===== src/logic/deep_sleep_pkg.sv =====
// Constants, register map and carrier types for the deep-sleep and thermal state controller.
// Assumes a single 125 MHz core clock and an 8-bit register port in front of the serial slave.
package deep_sleep_pkg;

  // Clock and timing
  localparam int unsigned CLK_FREQ_KHZ = 125000;
  localparam int unsigned PB_HOLD_MS = 32;
  localparam int unsigned PB_HOLD_CYCLES = PB_HOLD_MS * CLK_FREQ_KHZ;
  localparam int unsigned DELAY_STEP_US = 250;
  localparam int unsigned DELAY_STEP_CYCLES = (DELAY_STEP_US * CLK_FREQ_KHZ + 999) / 1000;

  // Sizes
  localparam int unsigned NUM_OUT = 5;
  localparam int unsigned NUM_RST = 2;
  localparam int unsigned DLY_W = 8;

  typedef logic [7:0] addr_t;
  typedef logic [7:0] data_t;

  // Register offsets
  localparam addr_t REG_CTRL = 8'h00;
  localparam addr_t REG_IRQ_MASK = 8'h01;
  localparam addr_t REG_IRQ_STATUS = 8'h02;
  localparam addr_t REG_STATE = 8'h03;
  localparam addr_t REG_DEEP_ON = 8'h04;
  localparam addr_t REG_SLEEP_ON = 8'h05;
  localparam addr_t REG_VSC_CFG = 8'h06;
  localparam addr_t REG_OUT_STATUS = 8'h07;
  localparam addr_t REG_ON_DLY_BASE = 8'h08;
  localparam addr_t REG_OFF_DLY_BASE = 8'h10;

  // Field positions
  localparam int unsigned CTRL_REQ_BIT = 0;
  localparam int unsigned CTRL_COMBINE_BIT = 1;
  localparam int unsigned CTRL_ENABLE_BIT = 2;
  localparam int unsigned IRQ_ENTER_BIT = 0;
  localparam int unsigned IRQ_EXIT_BIT = 1;
  localparam int unsigned IRQ_PB_BIT = 2;
  localparam int unsigned IRQ_THERMAL_BIT = 5;
  localparam int unsigned STATE_ACTIVE_BIT = 0;
  localparam int unsigned STATE_DEEP_BIT = 1;
  localparam int unsigned STATE_THERMAL_BIT = 2;
  localparam int unsigned VSC_ON_BIT = 0;

  // Values after reset
  localparam data_t CTRL_RESET = 8'h00;
  localparam data_t MASK_RESET = 8'h00;
  localparam data_t STATUS_RESET = 8'h00;
  localparam data_t DEEP_ON_RESET = 8'h00;
  localparam data_t SLEEP_ON_RESET = 8'h1F;
  localparam data_t VSC_RESET = 8'h00;
  localparam logic [DLY_W-1:0] DELAY_RESET = 8'h00;

  typedef enum logic [1:0] {ST_ACTIVE, ST_DEEP, ST_THERMAL} pm_state_e;

  typedef struct packed {
    addr_t addr;
    data_t wrData;
    logic wr;
    logic rd;
  } reg_req_s;

  typedef struct packed {
    logic combineSelect;
    logic gpioConfigured;
    logic [NUM_OUT-1:0] vinTrigger;
  } factory_cfg_s;

endpackage


===== src/logic/deep_sleep_thermal_state_ctrl.sv =====
// Deep low-power and thermal state control with per-output sequencing and register port.
// Assumes factory configuration and voltage scaling request come from logic on core_clk;
// pushbutton, GPIO control and thermal comparator are asynchronous pins.
//
// Decided for this implementation: the placing of the registers and the strobed register port.
`timescale 1ns/10ps

module deep_sleep_thermal_state_ctrl #(
  parameter int unsigned PB_HOLD = deep_sleep_pkg::PB_HOLD_CYCLES,
  parameter int unsigned DELAY_STEP = deep_sleep_pkg::DELAY_STEP_CYCLES,
  parameter int unsigned NUM_RST = deep_sleep_pkg::NUM_RST
) (
  input wire logic core_clk,
  input wire logic rst_n,
  input deep_sleep_pkg::reg_req_s regReq,
  output deep_sleep_pkg::data_t rdData,
  input deep_sleep_pkg::factory_cfg_s factoryCfg,
  input wire logic pushbutton_n,
  input wire logic gpioCtrl,
  input wire logic thermalHot,
  input wire logic vscRequest,
  output logic [deep_sleep_pkg::NUM_OUT-1:0] regEnable,
  output logic [deep_sleep_pkg::NUM_OUT-1:0] sleepOnMask,
  output logic [NUM_RST-1:0] resetPins_n,
  output logic vscApply,
  output logic deepSleepActive,
  output logic irq
);
  import deep_sleep_pkg::*;

  // Decodes a window of per-output delay registers
  function automatic logic inWindow(input addr_t a, input addr_t base);
    inWindow = (a >= base) && (a < base + addr_t'(NUM_OUT));
  endfunction

  logic [1:0] pbSh, gpioSh, hotSh;
  pm_state_e state, next_state;
  logic dsReq, dsEnableField;
  data_t irqMask, irqStatus, next_status, deepOnMask, sleepOn, vscCfg, rdNext;
  logic [31:0] pbCount, stepCount;
  logic [DLY_W-1:0] onDly [NUM_OUT], offDly [NUM_OUT], dlyCnt [NUM_OUT];
  logic enArr [NUM_OUT], fastOn [NUM_OUT], delayDone [NUM_OUT], target [NUM_OUT];

  wire logic pbIdle = pbSh[1];
  wire logic gpioIn = gpioSh[1];
  wire logic hot = hotSh[1];

  // Two-stage synchronisers on asynchronous pins
  always_ff @(posedge core_clk)
  begin
    if (!rst_n)
    begin
      pbSh <= 2'h3;
      gpioSh <= 2'h0;
      hotSh <= 2'h0;
    end
    else
    begin
      pbSh <= {pbSh[0], pushbutton_n};
      gpioSh <= {gpioSh[0], gpioCtrl};
      hotSh <= {hotSh[0], thermalHot};
    end
  end

  // Register port decode; never gated by power state
  wire logic wrCtrl = regReq.wr && (regReq.addr == REG_CTRL);
  wire logic wrMask = regReq.wr && (regReq.addr == REG_IRQ_MASK);
  wire logic wrStatus = regReq.wr && (regReq.addr == REG_IRQ_STATUS);
  wire logic wrDeepOn = regReq.wr && (regReq.addr == REG_DEEP_ON);
  wire logic wrSleepOn = regReq.wr && (regReq.addr == REG_SLEEP_ON);
  wire logic wrVsc = regReq.wr && (regReq.addr == REG_VSC_CFG);
  wire logic wrOnDly = regReq.wr && inWindow(regReq.addr, REG_ON_DLY_BASE);
  wire logic wrOffDly = regReq.wr && inWindow(regReq.addr, REG_OFF_DLY_BASE);
  wire logic [2:0] onIdx = 3'(regReq.addr - REG_ON_DLY_BASE);
  wire logic [2:0] offIdx = 3'(regReq.addr - REG_OFF_DLY_BASE);

  // Entry condition; the enable field takes no part in it
  wire logic combined = factoryCfg.gpioConfigured
    ? (factoryCfg.combineSelect ? (dsReq | gpioIn) : (dsReq & gpioIn))
    : dsReq;
  wire logic enterCond = pbIdle & combined;

  // Pushbutton hold timer; saturates so the clear fires once per press
  wire logic pbLong = !pbIdle && (pbCount == PB_HOLD);
  always_ff @(posedge core_clk)
  begin
    if (!rst_n || pbIdle)
      pbCount <= 32'h0;
    else if (pbCount <= PB_HOLD)
      pbCount <= pbCount + 32'h1;
  end

  // Sequencing step tick; delays carry up to one step of phase jitter
  wire logic tick = (stepCount == DELAY_STEP - 1);
  always_ff @(posedge core_clk)
  begin
    if (!rst_n || tick)
      stepCount <= 32'h0;
    else
      stepCount <= stepCount + 32'h1;
  end

  // Power state selection; thermal overrides everything
  always_comb
  begin
    next_state = state;
    case (state)
      ST_ACTIVE:
        if (hot)
          next_state = ST_THERMAL;
        else if (enterCond)
          next_state = ST_DEEP;
      ST_DEEP:
        if (hot)
          next_state = ST_THERMAL;
        else if (!enterCond)
          next_state = ST_ACTIVE;
      ST_THERMAL:
        if (!hot)
          next_state = ST_ACTIVE;
      default:
        next_state = ST_ACTIVE;
    endcase
  end

  always_ff @(posedge core_clk)
  begin
    if (!rst_n)
      state <= ST_ACTIVE;
    else
      state <= next_state;
  end

  // Control register; the press clear beats a simultaneous write
  always_ff @(posedge core_clk)
  begin
    if (!rst_n)
    begin
      dsReq <= CTRL_RESET[CTRL_REQ_BIT];
      dsEnableField <= CTRL_RESET[CTRL_ENABLE_BIT];
    end
    else
    begin
      if (pbLong)
        dsReq <= 1'b0;
      else if (wrCtrl)
        dsReq <= regReq.wrData[CTRL_REQ_BIT];
      if (wrCtrl)
        dsEnableField <= regReq.wrData[CTRL_ENABLE_BIT];
    end
  end

  // Configuration registers
  always_ff @(posedge core_clk)
  begin
    if (!rst_n)
    begin
      irqMask <= MASK_RESET;
      deepOnMask <= DEEP_ON_RESET;
      sleepOn <= SLEEP_ON_RESET;
      vscCfg <= VSC_RESET;
      for (int i = 0; i < NUM_OUT; i++)
      begin
        onDly[i] <= DELAY_RESET;
        offDly[i] <= DELAY_RESET;
      end
    end
    else
    begin
      if (wrMask)
        irqMask <= regReq.wrData;
      if (wrDeepOn)
        deepOnMask <= regReq.wrData;
      if (wrSleepOn)
        sleepOn <= regReq.wrData;
      if (wrVsc)
        vscCfg <= regReq.wrData;
      if (wrOnDly)
        onDly[onIdx] <= regReq.wrData;
      if (wrOffDly)
        offDly[offIdx] <= regReq.wrData;
    end
  end

  // Sticky events, write-one-to-clear; a new event wins over the clear
  wire data_t events = data_t'({
    2'h0, (next_state == ST_THERMAL) && (state != ST_THERMAL), 2'h0,
    pbLong,
    (state == ST_DEEP) && (next_state != ST_DEEP),
    (state != ST_DEEP) && (next_state == ST_DEEP)});
  assign next_status = (irqStatus & ~(wrStatus ? regReq.wrData : 8'h00)) | events;
  always_ff @(posedge core_clk)
  begin
    if (!rst_n)
      irqStatus <= STATUS_RESET;
    else
      irqStatus <= next_status;
  end
  // Mask only gates the line, never the state change
  assign irq = |(irqStatus & ~irqMask);

  // Per-output sequencer with programmed on and off delays
  for (genvar i = 0; i < NUM_OUT; i++)
  begin : g_seq
    assign target[i] = (state == ST_ACTIVE) || ((state == ST_DEEP) && deepOnMask[i]);
    assign delayDone[i] = dlyCnt[i] >= (target[i] ? onDly[i] : offDly[i]);
    assign regEnable[i] = enArr[i];

    always_ff @(posedge core_clk)
    begin
      if (!rst_n)
      begin
        enArr[i] <= 1'b0;
        dlyCnt[i] <= DELAY_RESET;
      end
      else if (next_state == ST_THERMAL)
      begin
        enArr[i] <= 1'b0;
        dlyCnt[i] <= DELAY_RESET;
      end
      else if (enArr[i] == target[i])
        dlyCnt[i] <= DELAY_RESET;
      else if (fastOn[i] && target[i])
        enArr[i] <= 1'b1;
      else if (delayDone[i])
      begin
        enArr[i] <= target[i];
        dlyCnt[i] <= DELAY_RESET;
      end
      else if (tick)
        dlyCnt[i] <= dlyCnt[i] + 8'h01;
    end

    // Input-supply triggered outputs skip their delay once after cooling
    always_ff @(posedge core_clk)
    begin
      if (!rst_n)
        fastOn[i] <= 1'b0;
      else if ((state == ST_THERMAL) && (next_state == ST_ACTIVE))
        fastOn[i] <= factoryCfg.vinTrigger[i];
      else if (enArr[i] || (state != ST_ACTIVE))
        fastOn[i] <= 1'b0;
    end

  end

  // Pin-facing outputs follow the next state so thermal acts at once
  always_ff @(posedge core_clk)
  begin
    if (!rst_n)
    begin
      resetPins_n <= '0;
      vscApply <= 1'b0;
    end
    else
    begin
      resetPins_n <= {NUM_RST{next_state != ST_THERMAL}};
      vscApply <= vscRequest && vscCfg[VSC_ON_BIT] && (next_state == ST_ACTIVE);
    end
  end
  assign deepSleepActive = (state == ST_DEEP);
  assign sleepOnMask = sleepOn[NUM_OUT-1:0];

  // Read selection; combine-select reflects the factory image only
  always_comb
  begin
    rdNext = 8'h00;
    case (regReq.addr)
      REG_CTRL:
      begin
        rdNext[CTRL_REQ_BIT] = dsReq;
        rdNext[CTRL_COMBINE_BIT] = factoryCfg.combineSelect;
        rdNext[CTRL_ENABLE_BIT] = dsEnableField;
      end
      REG_IRQ_MASK: rdNext = irqMask;
      REG_IRQ_STATUS: rdNext = irqStatus;
      REG_STATE:
      begin
        rdNext[STATE_ACTIVE_BIT] = (state == ST_ACTIVE);
        rdNext[STATE_DEEP_BIT] = (state == ST_DEEP);
        rdNext[STATE_THERMAL_BIT] = (state == ST_THERMAL);
      end
      REG_DEEP_ON: rdNext = deepOnMask;
      REG_SLEEP_ON: rdNext = sleepOn;
      REG_VSC_CFG: rdNext = vscCfg;
      REG_OUT_STATUS: rdNext[NUM_OUT-1:0] = regEnable;
      default:
        if (inWindow(regReq.addr, REG_ON_DLY_BASE))
          rdNext = onDly[onIdx];
        else if (inWindow(regReq.addr, REG_OFF_DLY_BASE))
          rdNext = offDly[offIdx];
    endcase
  end

  // Read data stands only in the cycle after the strobe
  always_ff @(posedge core_clk)
  begin
    if (!rst_n)
      rdData <= 8'h00;
    else
      rdData <= regReq.rd ? rdNext : 8'h00;
  end
endmodule // deep_sleep_thermal_state_ctrl


===== config.mk =====
export PLATFORM = sky130hd
export DESIGN_NAME = deep_sleep_thermal_state_ctrl
export DESIGN_NICKNAME = d
export VERILOG_FILES = /design/src/logic/deep_sleep_pkg.sv /design/src/logic/deep_sleep_thermal_state_ctrl.sv
export SDC_FILE = /design/constraint.sdc
export NUM_CORES = 1
export LEC_CHECK = 0
export BUFFER_PORTS_ARGS = -buffer_cell sky130_fd_sc_hd__buf_2
export CORE_MARGIN = 10
export CORE_UTILIZATION = 50
export DETAILED_ROUTE_END_ITERATION = 10
export PLACE_DENSITY = 0.73
export SYNTH_ARGS = -nofsm -noshare
export SYNTH_HDL_FRONTEND = slang
export SYNTH_SLANG_ARGS = --single-unit

===== constraint.sdc =====
create_clock -name core_clk -period 3.85 [get_ports core_clk]
set_input_delay 0.77 -clock core_clk [delete_from_list [all_inputs] [get_ports core_clk]]
set_output_delay 0.77 -clock core_clk [all_outputs]
set_load 0.03 [all_outputs]

==> metrics.md, run 1 <==
| Metric | Value |
|---|---|
| Status | completed |
| TritonCTS buffer count | 34 |
| Largest delay share family, worst path | compound AO/OA/AOI/OAI gates |
| FF+latch area | 7630 sq um |
| Worst-margin pin slew | 0.989 ns |
| Hold path startpoint | pbSh[0] |
| FF-to-FF setup slack | 0.50 ns |
| Via Count | 10,295 |
| Layout area overhead | 13.1% |
| Root buffer cell | clkbuf_16 |
| Filler cells | 2,436 |
| Crit path capture type | register |
| Multi-input logic area | 6820 sq um |
| Mapped Avg Cell Area | 11.1 sq um |
| Reg2Reg Depth | 9 |
| Leak pwr | 0.00640 uW |
| Nets | 1,499 |
| Worst hold slack | 0.407 ns |
| M3 GR Usage | 0.0383 |
| Synth Area in Simple Gates | 0.185 |
| Post-synth top area share | 0.346 |
| Pre-Repair DR Iteration Count | 5 |
| Post-synthesis mux area share | 0.113 |
| Synth cell count leaders | edfxtp_1, nor2_1, dfxtp_1, and2_1, mux2i_1 |
| Post-DP HPWL | 25,600 microns |
| Largest family of logic cells by synthesized area | simple AND/OR/NAND/NOR gates |
| # clock sinks | 296 |
| Total Wirelength | 36,100 microns |
| Max Root-Sink Buffers | 3 |
| Drt drc | 0 |
| Num rows | 62 |
| Number of synthesized flops with an enable pin | 170 |
| Post-synth top area cell | edfxtp_1 |
| Setup repair bufs after CTS | 0 |
| CP Cell Sequence | a21oi_1 > buf_4 > mux2i_1 > ha_1 > o21a_1 > a21oi_1 > o21ai_0 > a21oi_1 > o211ai_1 |
| Post-synthesis compound-gate area fraction | 0.0714 |
| Post-Synth XOR/XNOR Area | 0.0410 |
| Initial antenna violation count | 1 |
| Core Area | 28,900 sq um |
| Crit-path most repeated cell | a21oi_1 |
| All-Layer GR Usage | 0.198 |
| Worst Hold Path Cells | 1 |
| Max-slew headroom | 0.339 |
| Yosys warnings | 0 |
| Maximum clock frequency | 298 MHz |
| WP buf/inv | 1 |
| Largest stage delay, worst path | 0.63 ns |
| Hold_buf cts | 0 |
| Ports | 54 |
| CP max FO | 11 |
| Layout cells sized above 1 | 0.126 |
| Iter 0 DRT Violations | 945 |
| Worst-path clk slew | 0.06 ns |
| Vias/cell | 5.63 |
| Final Hold Vio Count | 0 |
| Worst Skew | 0.0139 ns |
| Mapped Cells | 1,330 |
| R2R Path Start | state[0] |
| PwrDens | 458 nW/um^2 |
| VDD IR max | 0.314 mV |
| Count of cell types in the netlist | 62 |
| Die ar. | 36,800 sq um |
| Global-route wire length before repair | 57,500 microns |
| Met2 usage | 0.330 |
| Maximum number of pins on one net before global-route repair | 69 |
| Critical-path top delay cell | o211ai_1 |
| Pins over their slew limit | 0 |
| CTS tree | yes |
| Critical path type | reg2reg |
| Setup slack after layout | 0.497 ns |
| Post-place setup slack | 0.546 ns |
| Post-route setup TNS | 0 ns |
| Post-synthesis cell area | 14,700 sq um |
| Sequential fraction of the synthesis area | 0.517 |
| ANT nets after route | 0 |
| Starting Density | 0.510 |
| Chip width | 192 microns |
| IO buf count | 53 |
| Hold Path Class | reg2reg |
| Total Power | 7630 uW |
| Worst EP arrival | 3.49 ns |
| RD Place Congestion | 0.932 |
| Synth area leaders | edfxtp_1, dfxtp_1, mux2i_1 |
| Flops & latches, synth | 296 |
| Count leader, synth | edfxtp_1 |
| Hold Crit Endpoint | pbSh[1] |
| Worst Path Required | 3.99 ns |
| Final setup vio count | 0 |
| Max-cap violations | 0 |
| Die H | 192 microns |
| CTS resizes | 0 |
| Final period util | 0.871 |
| Gr busiest metal | met2 |
| Met1 Use GR | 0.254 |
| Clock Latency Late Sink | 0.52 ns |
| H-tree Lvls | 2 |
| R2r endpoint | dlyCnt[3][3] |
| Stages on worst setup path | 9 |
| Wire per inst | 19.8 microns |
| RSZ-0062 raised after global routing | false |
| Total gr overflow | 0 |
| Crit path time final | 3.35 ns |
| Crit start category | register |
| Main flop type after synthesis | edfxtp_1 |
| ANT cells | 0 |
| Fraction of the mapped netlist area in adder cells | 0.0416 |
| Vias in the first global route | 10,342 |
| Ys async rst share | 0 |
area by class of cell:
type                            count  area share
Tap cell                          384      0.0288
Clock inverter                     16      0.0114
Timing Repair Buffer               80      0.0288
Sequential cell                   296       0.457
Clock buffer                       45      0.0560
Inverter                           38     0.00855
Multi-Input combinational cell    969       0.409
report_power, final:
part | internal, uW | switching, uW
sequential | 3520 | 158
combinational | 288 | 412
clock | 1980 | 1270
total | 5790 | 1840
through the flow:
| stage | cells | area (sq um) | util |
|---|---|---|---|
| 6_report | 1828 | 16700 | 0.576 |
| 5_1_grt | 1828 | 16700 | 0.576 |
| 4_1_cts | 1828 | 16700 | 0.576 |
| 3_5_place_dp | 1767 | 15600 | 0.538 |
| 3_3_place_gp | 1767 | 15600 | 0.538 |
| 2_1_floorplan | 1371 | 14900 | - |
state kept, by name, indices dropped and copies added, names as in the netlist:
name / cells
stepCount: 32
offDly: 64
resetPins_n: 1
pbSh: 2
state: 2
vscApply: 1
vscCfg: 8
irqMask: 8
hotSh: 2
fastOn: 5
irqStatus: 8
gpioSh: 2
pbCount: 32
dsReq: 1
deepOnMask: 8
dlyCnt: 40
enArr: 5
onDly: 58
sleepOn: 8
rdData: 8
dsEnableField: 1
placed cells by master, fill, tap and decap left out, drive strengths merged, types with 39 or more instances in the layout:
master,n
o21ai,48
nand2,73
conb,42
dfxtp,126
and2,98
inv,39
nand3,54
a21oi,50
xor2,52
nor2,136
clkbuf,45
mux2i,79
edfxtp,170
buf,80
ha,49
per-layer routing:
metal  wire, microns  vias up
met1           15100     4980
met4            1090        0
met2           17500      325
met5               0        -
met3            2430       64
li1                -     4926
worst reg2reg max path, cell delays in order, from the launching register on:
cell      delay [ns]
dfxtp_1         0.39
a21oi_1         0.37
buf_4           0.29
mux2i_1         0.27
ha_1            0.21
o21a_1          0.13
a21oi_1         0.06
o21ai_0         0.48
a21oi_1         0.14
o211ai_1        0.63
worst max-delay path by stage:
stage,endpoint,start
final,dlyCnt[3][3],state[0]
after CTS,dlyCnt[3][0],state[1]
after floorplan,dlyCnt[4][0],state[0]
after global routing,dlyCnt[3][5],state[1]
after global placement,dlyCnt[4][1],state[0]
after detailed placement,dlyCnt[1][2],stepCount[25]
logic make-up (layout without fill, tap and decap cells):
group                    Yosys count  count (layout)
AND/OR/NAND/NOR                  517             517
flip-flops                       296             296
AO/OA/AOI/OAI                    170             170
multiplexers                     122             122
buffers and inverters            106             179
XOR/XNOR                          69              69
adder cells (fa/ha/maj)           49              49
other                              1              42
(Power assumes the default switching activity.)
==> run 2: changes to the inputs <==
==> constraint.sdc (replaced) <==
create_clock -name core_clk -period 3.85 [get_ports core_clk]
set_input_delay 0.1925 -clock core_clk [delete_from_list [all_inputs] [get_ports core_clk]]
set_output_delay 0.1925 -clock core_clk [all_outputs]
set_load 0.03 [all_outputs]
==> run 2 against run 1 <==
Against the previous run:
- count of clock-buffer cells in the layout grew 2
- utilization hardly changed
- flip-flop and latch count unchanged
- setup slack worse by 0.034 ns
- worst hold slack got worse by 0.39 ns
- largest cell class unchanged
- global-route usage fell by 0.23 points
- largest power group unchanged
- final area barely moved
==> metrics.md, run 2 (same netlist as run 1, synthesis figures left out) <==
| Metric | Value |
|---|---|
| RSZ-0062 raised after global routing | false |
| Layout area overhead | 13.1% (about the same) |
| Largest stage delay, worst path | 0.62 ns (about the same) |
| Worst-margin pin slew | 1.20 ns (+0.212 ns) |
| Switching share of power | 0.244 (+0.00285) |
| Crit path capture type | register |
| Ports | 54 (unchanged) |
| R2r endpoint | dlyCnt[1][3] |
| Pre-Repair DR Iteration Count | 5 (unchanged) |
| Critical path type | reg2reg |
| TritonCTS buffer count | 34 (unchanged) |
| Cell Int Power | 5700 uW (-1.6%) |
| Final period util | 0.880 (+0.00881) |
| Reg2Reg Depth | 9 (unchanged) |
| Pins over their slew limit | 0 (unchanged) |
| Maximum number of pins on one net before global-route repair | 48 (-30%) |
| IO buf count | 53 (unchanged) |
| Most common cell after layout, fill and taps aside | edfxtp_1 |
| Die H | 192 microns (unchanged) |
| Worst Skew | 0.0217 ns (+0.00781 ns) |
| Worst Path Required | 3.99 ns (about the same) |
| FF-to-FF setup slack | 0.46 ns (-0.03 ns) |
| Max-cap violations | 0 (unchanged) |
| Hold path startpoint | factoryCfg[3] |
| Root buffer cell | clkbuf_16 |
| Initial antenna violation count | 1 (unchanged) |
| ANT nets after route | 0 (unchanged) |
| Status | completed |
| Total gr overflow | 0 (unchanged) |
| Hold Crit Endpoint | fastOn[3] |
| R2R Path Start | state[0] |
| CP max FO | 9 (-2) |
| Reg power frac | 0.488 (+0.006) |
| DRT met1 WL | 15,200 microns (+0.72%) |
| CP Cell Sequence | a21oi_1 > mux2_2 > ha_1 > nand2b_1 > a21o_1 > a31oi_1 > o21a_1 > o211a_1 > o211ai_1 |
| # clock sinks | 296 (unchanged) |
| Chip width | 192 microns (unchanged) |
| Die ar. | 36,800 sq um (unchanged) |
| Total Wirelength | 36,100 microns (about the same) |
| Worst-path clk slew | 0.06 ns (about the same) |
| Gate power share | 0.093 (about the same) |
| Clock Latency Late Sink | 0.51 ns (about the same) |
| Hold Path Class | in2reg |
| Max Root-Sink Buffers | 3 (unchanged) |
| All-Layer GR Usage | 0.196 (-0.00229) |
| Worst EP arrival | 3.53 ns (+0.04 ns) |
| Post-route setup TNS | 0 ns (unchanged) |
| Largest registers | offDly: 64 flops, onDly: 58 flops, dlyCnt: 40 flops |
| Largest register FFs | 64 (unchanged) |
| WL met2 | 16,700 microns (-4.4%) |
| Wire length on met3 | 2790 microns (+15%) |
| Layout cells sized above 1 | 0.126 (-0.000348) |
| Clock share of power | 0.419 (-0.007) |
| Highest-count cells in the layout ignoring fill and taps | edfxtp_1, nor2_1, dfxtp_1 |
| Vias/cell | 5.68 (+0.77%) |
| Crit start category | register |
| Core Area | 28,900 sq um (unchanged) |
| Starting Density | 0.510 (unchanged) |
| Psw | 1840 uW (-0.11%) |
| Drt drc | 0 (unchanged) |
| Largest Register | offDly |
| Final Hold Vio Count | 0 (unchanged) |
| H-tree Lvls | 2 (unchanged) |
| Nets | 1,505 (+0.40%) |
| Filler cells | 2,426 (-0.41%) |
| Critical-path top delay cell | o211ai_1 |
| Vias in the first global route | 10,070 (-2.6%) |
| Max-slew headroom | 0.191 (-0.149) |
| ANT cells | 0 (unchanged) |
| Wire per inst | 19.7 microns (-0.29%) |
| Iter 0 DRT Violations | 818 (-13%) |
| Max Used Layer | met5 |
| CTS tree | yes |
| Crit path time final | 3.39 ns (+0.0339 ns) |
| Leak pwr | 0.00640 uW (about the same) |
| Worst Hold Path Cells | 2 (+1) |
| Global-route wire length before repair | 56,500 microns (-1.6%) |
| Num rows | 62 (unchanged) |
| VDD IR max | 0.388 mV (+23%) |
| Finished Core Util | 0.576 (about the same) |
| PwrDens | 452 nW/um^2 (-1.3%) |
| RD Place Congestion | 0.898 (-3.6%) |
| Maximum clock frequency | 295 MHz (-1.0%) |
| Post-DP HPWL | 25,800 microns (+0.68%) |
| Final setup vio count | 0 (unchanged) |
| Via Count | 10,397 (+0.99%) |
-- run 2: layout make-up --
class                           count  area [sq um]  area share
Sequential cell                   296          7630       0.457
Clock inverter                     12           114     0.00683
Inverter                           38           143     0.00855
Multi-Input combinational cell    969          6820       0.409
Timing Repair Buffer               86           528      0.0317
Tap cell                          384           480      0.0288
Clock buffer                       47           963      0.0578
-- run 2: through the flow --
stage	hold slack, ns	setup WS [ns]	area, sq um	instances	power (uW)
global route	0.0301	0.223	16700	1832	7790
finish	0.0191	0.463	16700	1832	7540
detailed placement	0.383	0.493	15500	1767	4430
CTS	0.00739	0.484	16700	1832	7590
global placement	0.374	0.558	15500	1767	4410
floorplan	0.291	0.552	14900	1371	4180
-- run 2: per-layer routing --
layer | vias up | track usage
met5 | - | 0
met3 | 85 | 0.0426
met1 | 4979 | 0.255
li1 | 4944 | -
met4 | 2 | 0.0739
met2 | 387 | 0.314
-- run 2: worst max path at each step --
stage          cells past startpoint           end  slack, ns          start
2_1_floorplan                     11  dlyCnt[4][0]       0.55       state[0]
3_3_place_gp                       6  dlyCnt[1][4]       0.56  stepCount[25]
3_5_place_dp                       9  dlyCnt[1][5]       0.49       state[1]
4_1_cts                            9  dlyCnt[1][3]       0.48       state[0]
5_1_grt                            9  dlyCnt[0][1]       0.22       state[1]
6_report                           9  dlyCnt[1][3]       0.46       state[0]
-- run 2: timing repair --
| item | CTS | global route |
|---|---|---|
| hold endpoints to repair | 6 | 0 |
| buffers inserted | 0 | 0 |
| resized for setup | 0 | 0 |
| hold buffers | 6 | 0 |
-- run 2: critical path, delay by kind of cell (launching register included) --
kind                     cells  cell delay [ns]
adder cells (fa/ha/maj)      1             0.27
multiplexers                 1             0.41
AND/OR/NAND/NOR              1             0.09
flip-flops                   1             0.38
AO/OA/AOI/OAI                6             1.86
-- run 2: power by group through the flow --
stage / clock network [uW] / registers, uW / logic (uW)
floorplan: 0 / 3670 / 511
CTS: 3210 / 3680 / 699
detailed placement: 0 / 3740 / 690
global route: 3320 / 3700 / 775
finish: 3160 / 3680 / 698
global placement: 0 / 3740 / 669
==> run 3: changes to the inputs <==
ABC_AREA = 1   (was not set)
PLACE_DENSITY = 0.72   (was 0.73)
==> run 3 against run 2 <==
Against the previous run:
- combinational power down 2%
- power about the same
- clock skew down 0.0095 ns
- synthesized cell count up 50%
- synthesized area up 5.6%
- fmax up 11%
==> metrics.md, run 3 <==
| Metric | Value |
|---|---|
| Status | completed |
| Final period util | 0.794 (-0.0855) |
| Wire per inst | 17.1 microns (-13%) |
| Post-route setup TNS | 0 ns (unchanged) |
| Maximum clock frequency | 327 MHz (+11%) |
| RD Place Congestion | 0.969 (+7.9%) |
| Worst-path clk slew | 0.06 ns (about the same) |
| Vias in the first global route | 12,849 (+28%) |
| Synth cell count leaders | nand2_1, nor2_1, inv_1, edfxtp_1, nand3_1 |
| ANT nets after route | 0 (unchanged) |
| Max Root-Sink Buffers | 3 (unchanged) |
| Clock Latency Late Sink | 0.52 ns (about the same) |
| Final Cell Area | 17,400 sq um (+4.5%) |
| Count of cell types in the netlist | 38 (-39%) |
| Crit start category | register |
| Synth area leaders | edfxtp_1, dfxtp_1, nand2_1 |
| Pre-Repair DR Iteration Count | 6 (+1) |
| R2R Path Start | state[1] |
| Nets | 2,153 (+43%) |
| # clock sinks | 296 (unchanged) |
| Crit path capture type | register |
| Mapped Cells | 1,994 (+50%) |
| Hold_buf cts | 5 (-1) |
| Total Wirelength | 42,600 microns (+18%) |
| Mapped Avg Cell Area | 7.81 sq um (-30%) |
| Count leader, synth | nand2_1 |
| Hold path startpoint | factoryCfg[1] |
| Total gr overflow | 0 (unchanged) |
| Chip width | 196 microns (+2.5%) |
| Max-cap violations | 0 (unchanged) |
| All-Layer GR Usage | 0.214 (+0.0183) |
| Hold Path Class | in2reg |
| Post-synth top area share | 0.328 (-0.0184) |
| Finished Core Util | 0.568 (-0.00816) |
| Layout area overhead | 11.9% |
| Worst EP arrival | 3.22 ns (-0.31 ns) |
| CP startpoint | state[1] |
| Drt drc | 0 (unchanged) |
| Sequential fraction of the synthesis area | 0.490 (-0.0275) |
| ANT cells | 0 (unchanged) |
| Die H | 196 microns (+2.5%) |
| Post-synthesis cell area | 15,600 sq um (+5.6%) |
| Post-synth top area cell | edfxtp_1 |
| PwrDens | 433 nW/um^2 (-4.2%) |
| Flops & latches, synth | 296 (unchanged) |
| Final Hold Vio Count | 0 (unchanged) |
| Worst-margin pin slew | 1.09 ns (-0.112 ns) |
| Final setup vio count | 0 (unchanged) |
| Root buffer cell | clkbuf_16 |
| Via Count | 13,400 (+29%) |
| Core Area | 30,700 sq um (+6.0%) |
| Worst Skew | 0.0122 ns (-0.00951 ns) |
| Ys async rst share | 0 (unchanged) |
| Largest registers | onDly: 64 flops, offDly: 58 flops, dlyCnt: 40 flops |
| Largest Register | onDly |
| Max-slew headroom | 0.272 (+0.0814) |
| CP max FO | 13 (+4) |
| CTS resizes | 0 (unchanged) |
| Largest register FFs | 64 (unchanged) |
| RSZ-0062 raised after global routing | false |
| Yosys warnings | 0 (unchanged) |
| TritonCTS buffer count | 34 (unchanged) |
| Leak pwr | 0.00722 uW (+13%) |
| Starting Density | 0.508 (-0.00181) |
| Critical path type | reg2reg |
| Global-route wire length before repair | 66,900 microns (+18%) |
| Worst Path Required | 4.01 ns (+0.02 ns) |
| Num rows | 64 (+3.2%) |
| H-tree Lvls | 2 (unchanged) |
| Total Power | 7540 uW (about the same) |
| Maximum number of pins on one net before global-route repair | 56 (+17%) |
| Iter 0 DRT Violations | 1,386 (+69%) |
| CTS tree | yes |
| Most common cell after layout, fill and taps aside | nand2_1 |
| Number of synthesized flops with an enable pin | 170 (unchanged) |
| Pins over their slew limit | 0 (unchanged) |
| Post-DP HPWL | 31,300 microns (+21%) |
| Initial antenna violation count | 0 (-1) |
| VDD IR max | 0.289 mV (-25%) |
| Placed instance area | 16,300 sq um (+4.6%) |
| IO buf count | 53 (unchanged) |
| Main flop type after synthesis | edfxtp_1 |
| Vias/cell | 5.37 (-5.4%) |
| Ports | 54 (unchanged) |
| Die ar. | 38,600 sq um (+5.0%) |
| Layout cells sized above 1 | 0.0710 (-0.0547) |
| Crit path time final | 3.06 ns (-0.329 ns) |
| Highest-count cells in the layout ignoring fill and taps | nand2_1, nor2_1, inv_1 |
| Setup repair bufs after CTS | 0 (unchanged) |
## run 3: cell count changes after synthesis, sizes merged, moves of 16 or more
cell	change
nand2b	-22
and2	-98
nor2	+249
nand3	+95
inv	+184
a21oi	+52
xor2	-16
mux4	-35
nor2b	-36
mux2i	-73
nand2	+407
o21ai	+53
and3	-21
## run 3: power by group
part	total [uW]	switching, uW	internal (uW)
combinational	686	478	208
sequential	3630	123	3510
clock	3220	1280	1940
total	7540	1890	5650
## run 3: cell families after synthesis
group / count (synthesis) / synth area share
fa+ha+maj: 49 / 0.0394
flops: 296 / 0.490
simple gates: 1075 / 0.286
buf+inv: 290 / 0.0745
other cells: 1 / 0.000241
mux: 6 / 0.00386
compound gates: 218 / 0.0730
xor+xnor: 59 / 0.0332
## run 3: worst max-delay path: stages (launching register included)
cell and delay [ns]:
dfxtp_1 0.42, inv_2 0.12, nand2_1 0.41, inv_1 0.19, nand2_1 0.12, o21ai_0 0.11
ha_1 0.30, nand2_1 0.04, inv_1 0.06, o21ai_0 0.08, nand2_1 0.07, nand2_1 0.04
nand3_1 0.08, inv_1 0.04, nand2_1 0.23, nand3_1 0.36
## run 3: layer usage
| layer | GRT usage | routed length (microns) | up-vias |
|---|---|---|---|
| met5 | 0 | 0 | - |
| met4 | 0.0950 | 1730 | 0 |
| met3 | 0.0384 | 3370 | 101 |
| met2 | 0.343 | 19300 | 523 |
| met1 | 0.278 | 18100 | 6208 |
| li1 | - | - | 6568 |
## run 3: cell type report
class                   count  area (sq um)
fillers                  2818         13200
flip-flops and latches    296          7630
multi-input cells        1449          6940
clock buffers              49          1030
inverters                 222           833
well taps                 396           495
repair buffers             70           405
clock inverters            13          93.8
## run 3: path summary, 6_finish.rpt
path / depth (start not counted) / slack [ns] / end
hold reg to reg: 1 / 0.42 / pbSh[1]
setup / recovery: 15 / 0.79 / dlyCnt[2][0]
setup reg to reg: 15 / 0.79 / dlyCnt[2][0]
hold / removal: 3 / 0.007 / fastOn[1]
## run 3: metrics by stage
stage	hold WS (ns)	cells	setup WS (ns)
floorplan	0.290	2035	1.32
global placement	0.374	2428	1.03
detailed placement	0.380	2428	0.888
CTS	0.00617	2495	0.863
global route	0.0217	2495	0.494
finish	0.00672	2495	0.792
